<file path="config.mk">
export PLATFORM = sky130hd
export DESIGN_NAME = apt_pair_trigger_ctrl
export DESIGN_NICKNAME = d
export VERILOG_FILES = /design/src/rtl/apt_pkg.sv /design/src/rtl/apt_pair_trigger_ctrl.sv
export SDC_FILE = /design/constraint.sdc
export NUM_CORES = 1
export LEC_CHECK = 0
export ABC_AREA = 1
export BUFFER_PORTS_ARGS = -buffer_cell sky130_fd_sc_hd__buf_2
export CAP_MARGIN = 10
export CORE_ASPECT_RATIO = 1.75
export CORE_MARGIN = 2
export CORE_UTILIZATION = 40
export DETAILED_ROUTE_END_ITERATION = 6
export GPL_ROUTABILITY_DRIVEN = 0
export PLACE_DENSITY_LB_ADDON = 0.25
export SYNTH_ARGS = -nofsm -noshare
export SYNTH_HDL_FRONTEND = slang
export SYNTH_SLANG_ARGS = --single-unit
export TNS_END_PERCENT = 10
</file>
<file path="constraint.sdc">
create_clock -name clk_i -period 1.9 [get_ports clk_i]
set_input_delay 0.38 -clock clk_i [delete_from_list [all_inputs] [get_ports clk_i]]
set_output_delay 0.38 -clock clk_i [all_outputs]
set_load 0.01 [all_outputs]
</file>
<file path="src/rtl/apt_pkg.sv">
// package: register map, field layout, trigger codes and carriers for the pair trigger control
package apt_pkg;

    // register byte offsets on the wishbone slave (word aligned)
    localparam logic [7:0] OFF_CTRL_A = 8'h00;
    localparam logic [7:0] OFF_CTRL_B = 8'h04;
    localparam logic [7:0] OFF_IRQ_STAT = 8'h08;
    localparam logic [7:0] OFF_IRQ_EN = 8'h0C;
    localparam logic [7:0] OFF_IRQ_CLR = 8'h10;
    localparam logic [7:0] OFF_GLOBAL_KICK = 8'h14;

    // geometry
    localparam int NUM_PAIRS = 4;
    localparam logic [3:0] FIRST_PAIR = 4'h2;
    localparam logic [15:0] CTRL_RESET = 16'h0000;
    localparam logic [3:0] IRQ_RESET = 4'h0;
    localparam int GLOBAL_KICK_BIT = 0;

    // trigger source codes
    localparam logic [4:0] SRC_OFF = 5'h00;
    localparam logic [4:0] SRC_SOFT = 5'h01;
    localparam logic [4:0] SRC_GLOBAL = 5'h02;
    localparam logic [4:0] SRC_SPECIAL = 5'h03;
    localparam logic [4:0] SRC_PRI_FIRST = 5'h04;
    localparam logic [4:0] SRC_PRI_LAST = 5'h07;
    localparam logic [4:0] SRC_TIMER1 = 5'h0C;
    localparam logic [4:0] SRC_SEC_FIRST = 5'h0E;
    localparam logic [4:0] SRC_SEC_LAST = 5'h11;
    localparam logic [4:0] SRC_CLIM_FIRST = 5'h17;
    localparam logic [4:0] SRC_CLIM_LAST = 5'h1A;
    localparam logic [4:0] SRC_TIMER2 = 5'h1F;

    // one pair slice, packed as it sits in the register (bit 7 down to bit 0)
    typedef struct packed {
        logic irq_enable;
        logic conv_waiting;
        logic soft_kick;
        logic [4:0] trigger_select;
    } apt_slice_type;

    // trigger sources from the pwm generators and timers, one-cycle pulses
    typedef struct packed {
        logic pwm_special;
        logic [3:0] pwm_primary;
        logic [3:0] pwm_secondary;
        logic [3:0] pwm_climit;
        logic timer1_period;
        logic timer2_period;
    } apt_trig_type;

    // request to the conversion core
    typedef struct packed {
        logic start;
        logic [3:0] pair;
        logic [3:0] chan_hi;
        logic [3:0] chan_lo;
    } apt_conv_type;

    // arbiter states
    typedef enum logic [0:0] {
        ST_IDLE = 1'b0,
        ST_CONV = 1'b1
    } apt_state_type;

endpackage

</file>
<file path="src/rtl/apt_pair_trigger_ctrl.sv">
// adc pair trigger control for pairs 2 to 5, wishbone register slave and conversion arbiter
// Behaviour
// - two slices per register: irq, pending, kick, source
// - pair 3 converts inputs 7/6, pair 2 5/4
// - first register low slice selects pair 2 trigger
// - second register high slice drives pair 5 (11/10)
// - irq enable set raises request on completion when the pair's irq_en_ff mask bit is set
// - pending sets on trigger, clears on completion
// - soft kick works only with source code 00001
// - soft kick self-clears as pending sets
// - busy converter keeps request pending until free
// - codes 0-3: off, soft, global, pwm special
// - codes 00100-00111 select pwm primary 1-4
// - codes 01110-10001 select pwm secondary 1-4
// - codes 10111-11010 select pwm current-limit 1-4
// - code 01100 timer1, code 11111 timer2
// - second register low slice drives pair 4 (9/8)
`timescale 1ns/100ps
module apt_pair_trigger_ctrl (
    // clock and reset
    input wire logic clk_i,
    input wire logic rst_i,
    // wishbone classic slave
    input wire logic wb_cyc_i,
    input wire logic wb_stb_i,
    input wire logic wb_we_i,
    input wire logic [7:0] wb_adr_i,
    input wire logic [31:0] wb_dat_i,
    input wire logic [3:0] wb_sel_i,
    output logic [31:0] wb_dat_o,
    output logic wb_ack_o,
    // trigger sources
    input wire apt_pkg::apt_trig_type trig_i,
    // conversion core
    input wire logic conv_busy_i,
    input wire logic conv_done_i,
    output apt_pkg::apt_conv_type conv_o,
    // interrupt
    output logic irq_o
);

    // source decode; reserved codes simply never fire
    function automatic logic trig_select(input logic [4:0] src, input apt_pkg::apt_trig_type trg,
                                         input logic kick, input logic glob);
        logic [4:0] ofs;
        logic hit;
        ofs = 5'h00;
        hit = 1'b0;
        case (src)
            apt_pkg::SRC_OFF: hit = 1'b0;
            apt_pkg::SRC_SOFT: hit = kick;
            apt_pkg::SRC_GLOBAL: hit = glob;
            apt_pkg::SRC_SPECIAL: hit = trg.pwm_special;
            apt_pkg::SRC_TIMER1: hit = trg.timer1_period;
            apt_pkg::SRC_TIMER2: hit = trg.timer2_period;
            default: begin
                if (src >= apt_pkg::SRC_PRI_FIRST && src <= apt_pkg::SRC_PRI_LAST) begin
                    ofs = src - apt_pkg::SRC_PRI_FIRST;
                    hit = trg.pwm_primary[ofs[1:0]];
                end else if (src >= apt_pkg::SRC_SEC_FIRST && src <= apt_pkg::SRC_SEC_LAST) begin
                    ofs = src - apt_pkg::SRC_SEC_FIRST;
                    hit = trg.pwm_secondary[ofs[1:0]];
                end else if (src >= apt_pkg::SRC_CLIM_FIRST && src <= apt_pkg::SRC_CLIM_LAST) begin
                    ofs = src - apt_pkg::SRC_CLIM_FIRST;
                    hit = trg.pwm_climit[ofs[1:0]];
                end
            end
        endcase
        return hit;
    endfunction

    // lowest waiting pair wins the converter
    function automatic logic [1:0] pick_pair(input logic [3:0] req);
        logic [1:0] sel;
        sel = 2'h0;
        for (int k = apt_pkg::NUM_PAIRS - 1; k >= 0; k--) begin
            if (req[k]) begin
                sel = 2'(k);
            end
        end
        return sel;
    endfunction

    apt_pkg::apt_slice_type slice_ff [apt_pkg::NUM_PAIRS];
    logic ack_ff;
    logic [31:0] dat_ff;
    logic [3:0] irq_stat_ff;
    logic [3:0] irq_en_ff;
    logic glob_ff;
    apt_pkg::apt_state_type state_ff;
    logic [1:0] cur_pair_ff;
    apt_pkg::apt_conv_type conv_ff;
    logic req_go;
    logic wr_go;
    logic [3:0] hit;
    logic [3:0] waiting;
    logic [3:0] done_vec;
    logic [31:0] rd_mux;
    logic [1:0] nxt_pick;

    // bus decode; a write lands on the edge where the master sees ack
    assign req_go = wb_cyc_i & wb_stb_i & ~ack_ff;
    assign wr_go = wb_cyc_i & wb_stb_i & wb_we_i & ack_ff;
    assign wb_ack_o = ack_ff;
    assign wb_dat_o = dat_ff;

    // per-pair trigger, waiting and completion vectors
    always_comb begin
        for (int p = 0; p < apt_pkg::NUM_PAIRS; p++) begin
            hit[p] = trig_select(slice_ff[p].trigger_select, trig_i, slice_ff[p].soft_kick, glob_ff);
            waiting[p] = slice_ff[p].conv_waiting;
            done_vec[p] = (state_ff == apt_pkg::ST_CONV) && conv_done_i && (cur_pair_ff == 2'(p));
        end
    end

    assign nxt_pick = pick_pair(waiting);

    // read mux; unmapped and write-only offsets read zero
    always_comb begin
        rd_mux = 32'h0000_0000;
        case (wb_adr_i)
            apt_pkg::OFF_CTRL_A: rd_mux = {16'h0000, slice_ff[1], slice_ff[0]};
            apt_pkg::OFF_CTRL_B: rd_mux = {16'h0000, slice_ff[3], slice_ff[2]};
            apt_pkg::OFF_IRQ_STAT: rd_mux = {28'h000_0000, irq_stat_ff};
            apt_pkg::OFF_IRQ_EN: rd_mux = {28'h000_0000, irq_en_ff};
            default: rd_mux = 32'h0000_0000;
        endcase
    end

    // ack one cycle after the request, dropped the cycle after
    always_ff @(posedge clk_i) begin
        if (rst_i) begin
            ack_ff <= 1'b0;
        end else begin
            ack_ff <= req_go;
        end
    end

    // read data captured with the request so it is stable under ack
    always_ff @(posedge clk_i) begin
        if (rst_i) begin
            dat_ff <= 32'h0000_0000;
        end else if (req_go && !wb_we_i) begin
            dat_ff <= rd_mux;
        end
    end

    // control slices in one process so each slice array has a single driver
    always_ff @(posedge clk_i) begin
        if (rst_i) begin
            for (int p = 0; p < apt_pkg::NUM_PAIRS; p++) begin
                slice_ff[p] <= apt_pkg::apt_slice_type'(apt_pkg::CTRL_RESET[7:0]);
            end
        end else begin
            for (int p = 0; p < apt_pkg::NUM_PAIRS; p++) begin
                // pairs 2,3 in the first register, pairs 4,5 in the second
                if (wr_go && wb_adr_i == (p < 2 ? apt_pkg::OFF_CTRL_A : apt_pkg::OFF_CTRL_B)
                    && wb_sel_i[p % 2]) begin
                    slice_ff[p].irq_enable <= wb_dat_i[(p % 2) * 8 + 7];
                    slice_ff[p].trigger_select <= wb_dat_i[(p % 2) * 8 +: 5];
                    // a new write beats the hardware self-clear so no kick is lost
                    slice_ff[p].soft_kick <= wb_dat_i[(p % 2) * 8 + 5];
                end else if (hit[p]) begin
                    slice_ff[p].soft_kick <= 1'b0;
                end
                // pending is hardware owned; a trigger beats a same-cycle completion
                if (hit[p]) begin
                    slice_ff[p].conv_waiting <= 1'b1;
                end else if (done_vec[p]) begin
                    slice_ff[p].conv_waiting <= 1'b0;
                end
            end
        end
    end

    // global kick strobe, one cycle, shared by all pairs
    always_ff @(posedge clk_i) begin
        if (rst_i) begin
            glob_ff <= 1'b0;
        end else begin
            glob_ff <= wr_go && wb_adr_i == apt_pkg::OFF_GLOBAL_KICK && wb_sel_i[0]
                       && wb_dat_i[apt_pkg::GLOBAL_KICK_BIT];
        end
    end

    // arbiter: waits while the core is busy, one conversion in flight
    always_ff @(posedge clk_i) begin
        if (rst_i) begin
            state_ff <= apt_pkg::ST_IDLE;
            cur_pair_ff <= 2'h0;
            conv_ff <= '0;
        end else begin
            conv_ff.start <= 1'b0;
            case (state_ff)
                apt_pkg::ST_IDLE: begin
                    if (|waiting && !conv_busy_i) begin
                        state_ff <= apt_pkg::ST_CONV;
                        cur_pair_ff <= nxt_pick;
                        conv_ff.start <= 1'b1;
                        conv_ff.pair <= apt_pkg::FIRST_PAIR + 4'(nxt_pick);
                        // pair n converts inputs 2n+1 and 2n
                        conv_ff.chan_lo <= 4'((apt_pkg::FIRST_PAIR + 4'(nxt_pick)) << 1);
                        conv_ff.chan_hi <= 4'(((apt_pkg::FIRST_PAIR + 4'(nxt_pick)) << 1) | 4'h1);
                    end
                end
                apt_pkg::ST_CONV: begin
                    if (conv_done_i) begin
                        state_ff <= apt_pkg::ST_IDLE;
                    end
                end
                default: state_ff <= apt_pkg::ST_IDLE;
            endcase
        end
    end

    assign conv_o = conv_ff;

    // sticky completion status, set wins over a clear write
    always_ff @(posedge clk_i) begin
        if (rst_i) begin
            irq_stat_ff <= apt_pkg::IRQ_RESET;
        end else begin
            for (int p = 0; p < apt_pkg::NUM_PAIRS; p++) begin
                if (done_vec[p] && slice_ff[p].irq_enable) begin
                    irq_stat_ff[p] <= 1'b1;
                end else if (wr_go && wb_adr_i == apt_pkg::OFF_IRQ_CLR && wb_sel_i[0] && wb_dat_i[p]) begin
                    irq_stat_ff[p] <= 1'b0;
                end
            end
        end
    end

    // interrupt enable mask register
    always_ff @(posedge clk_i) begin
        if (rst_i) begin
            irq_en_ff <= apt_pkg::IRQ_RESET;
        end else if (wr_go && wb_adr_i == apt_pkg::OFF_IRQ_EN && wb_sel_i[0]) begin
            irq_en_ff <= wb_dat_i[3:0];
        end
    end

    // level interrupt while any enabled status bit stands
    assign irq_o = |(irq_stat_ff & irq_en_ff);
endmodule

</file>
==> metrics.md <==
| Metric | Value |
|---|---|
| Post-CTS Hold Buffers | `0` |
| Metal-1 WL | `4648 µm` |
| Highest metal used | `met4` |
| Met3 wire length | `561 µm` |
| Final min period | `1.810 ns` |
| RR Endpoint | `slice_ff[0][6]` |
| Mapped Cells | `672` |
| Crit. End Element | `flop` |
| ANT cells | `0` |
| Root Driver | `clkbuf_16` |
| FFs w/ async S/R, synth | `0%` |
| Pint | `0.002617 W` |
| 1st-pass router iterations | `5` |
| Gate power share | `12.8%` |
| Sequential Area | `1602 µm²` |
| #FFs+latches synth | `64` |
| Pwr Density | `665.6 nW/µm²` |
| H-tree levels | `3` |
| Top cell by count, worst path | `nand2_1` |
| Sink Count | `64` |
| PortBufs | `74` |
| Fillers | `1164` |
| Core Area | `11100 µm²` |
| Non-filler cells, final | `897` |
| Worst Clk Skew | `0.007535 ns` |
| Vias in the first global route | `4556` |
| Leakage | `2.653 nW` |
| Max-Cap Viols | `0` |
| Met2 WL | `6769 µm` |
| Worst-Skew Late Latency | `0.33 ns` |
| Post-DP HPWL | `10520 µm` |
| Worst-margin pin slew | `0.5562 ns` |
| Area of the multi-input gates | `2444 µm²` |
| HP Start | `conv_done_i` |
| Commonest non-fill, non-tap cells in the layout | `181 x nand2_1, 86 x nor2_1, 76 x inv_1` |
| Worst hold stages | `4` |
| Part of the power in registers | `43.0%` |
| CP arrival | `1.89 ns` |
| Worst Path Required | `1.98 ns` |
| Sum Neg Setup Slack | `0 ns` |
| Vias/cell | `5.143` |
| Status | `finished, final reports clean` |
| Worst r2r src | `slice_ff[0][0]` |
| Most common cell after layout, fill and taps aside | `nand2_1` |
| Placed Cells | `878` |
| Clk pwr share | `44.1%` |
| DRC | `0` |
| Sw Ratio | `26.91%` |
| Final core utilization | `48.44%` |
| Die area | `12310 µm²` |
| Largest net degree at the start of global routing | `32` |
| Synth unique cells | `33` |
| Die Span Y | `145.3 µm` |
| Global route total overflow | `0` |
| Max IR drop VDD | `0.5323 mV` |
| Final number of hold-violating endpoints | `0` |
| Row count | `51` |
| GRT Util Overall | `21.49%` |
| Final setup fails | `0` |
| Yosys Warn Count | `0` |
| Num CTS Buffers | `9` |
| Die X | `84.73 µm` |
| FMAX | `0.5523 GHz` |
| Register area share after synthesis | `35.11%` |
| Crit share post-route | `95.29%` |
| Crit path cell chain | `buf_4 -> ha_1 -> o21bai_1 -> nand2_1 -> nand2_1 -> nand2_1 -> nand3_1 -> nand2_2 -> nand3_1` |
| Clock Tree Buf Depth | `2` |
| Net switching power | `0.0009636 W` |
| Final wirelength | `13000 µm` |
| Initial antenna violation count | `0` |
| Antenna-violating nets left | `0` |
| CP max FO | `6` |
| Synth Area per Inst | `6.789 µm²` |
| Initial Utilization | `41.09%` |
| Synthesized area | `4562 µm²` |
| Post-synth EDFFs | `32` |
| CP startpoint kind | `flop` |
| Kind of critical path | `reg -> reg` |
| Layout cells sized above 1 | `18.95%` |
| HP Class | `in -> reg` |
| Area growth from synthesis to layout | `17.91%` |
| Hold path endpoint | `state_ff` |
| Prevailing post-synth register cell | `edfxtp_1` |
| Net count, final | `842` |
| First-pass GRT wire length | `21060 µm` |
| Relative slew slack | `62.63%` |
| Reg2reg path depth | `9` |
| Io pins | `113` |
| Drt wl/cell | `14.49 µm` |
| Crit-path slowest cell | `edfxtp_1` |
| Worst R2R Setup Slack | `0.09 ns` |
| DR iter-0 viols | `318` |
| CP max stage delay | `0.49 ns` |
| Via count | `4613` |
| CTS tree | `done` |
| Max Slew Vio Count | `0` |
| Worst-path clk slew | `0.05 ns` |
## cell type report
type                    count  area share [%]
clock buffers              10           4.652
well taps                 132           3.070
repair buffers            102           10.79
inverters                  79           5.513
flip-flops and latches     64           29.77
multi-input cells         504           45.43
clock inverters             6          0.7676
## logic make-up (layout without fill, tap and decap cells)
kind of cell             Yosys count  in the layout  synth area share [%]
buffers and inverters            121            197                 12.84
AO/OA/AOI/OAI                     81             81                 10.04
other                              1             18               0.08220
adder cells (fa/ha/maj)           16             16                 4.388
flip-flops                        64             64                 35.11
AND/OR/NAND/NOR                  389            389                 37.55
## synth_stat cells, drive strengths merged (5+ instances only)
cell type / instances / share of area [%]
inv: 79 / 6.5
nand2: 185 / 15
buf: 38 / 6.0
nand4: 14 / 2.2
nand3: 74 / 8.1
a21oi: 36 / 3.9
nor3: 13 / 1.5
o21ai: 26 / 2.9
dfxtp: 32 / 14
a211oi: 5 / 0.93
nor2: 100 / 9.6
edfxtp: 32 / 21
o211ai: 8 / 1.3
ha: 16 / 4.4
## sequential cells by signal, summed over array words and instances (netlist names)
register and count:
irq_en_ff 4, conv_o 3, irq_stat_ff 4, state_ff 1, slice_ff 32, wb_ack_o 1
cur_pair_ff 2, wb_dat_o 16, glob_ff 1
## how the worst max path moves through the flow
stage                     depth (start not counted)              to           start
after CTS                                         9  slice_ff[0][6]  slice_ff[0][0]
after floorplan                                  10  slice_ff[1][5]  slice_ff[1][1]
after global placement                           10    wb_dat_o[12]     wb_adr_i[7]
final                                             9  slice_ff[0][6]  slice_ff[0][0]
after detailed placement                          8  slice_ff[0][6]  slice_ff[0][0]
after global routing                              9  slice_ff[0][6]  slice_ff[0][0]
## routing by layer
| metal | vias up | global-route usage, % |
|---|---|---|
| met5 | - | 0 |
| met2 | 160 | 39.21 |
| met4 | 0 | 16.83 |
| li1 | 2324 | - |
| met1 | 2076 | 21.26 |
| met3 | 53 | 2.389 |
## power by group through the flow
stage / Clock (W) / Sequential [W] / Combinational (W)
finish: 0.00158 / 0.00154 / 0.000460
global route: 0.00165 / 0.00155 / 0.000518
CTS: 0.00159 / 0.00154 / 0.000455
detailed placement: 0 / 0.00157 / 0.000453
global placement: 0 / 0.00157 / 0.000444
floorplan: 0 / 0.00156 / 0.000326
## what timing repair did
item                       4_1_cts  5_1_grt
setup endpoints to repair        0        6
setup buffers                    0        3
resized for setup                0        4
## worst max-delay path: cells and delay by family, from the launching register on
| kind | cells | cell delay, ns |
|---|---|---|
| AO/OA/AOI/OAI | 1 | 0.16 |
| buffers and inverters | 1 | 0.19 |
| flip-flops | 1 | 0.49 |
| adder cells (fa/ha/maj) | 1 | 0.22 |
| AND/OR/NAND/NOR | 6 | 0.50 |
## stage by stage
stage                     total power [W]  cell area (µm²)  hold WS [ns]  setup slack (ns)
after floorplan                  0.001886             4626        0.4627            0.2456
after global routing             0.003715             5379        0.3567          -0.01533
after CTS                        0.003586             5351        0.3307           0.08210
after detailed placement         0.002021             5060        0.4431           0.09225
final                            0.003580             5379        0.3399           0.08955
after global placement           0.002011             5060        0.4454            0.1013
No activity file was read; power rests on OpenSTA's default activity.
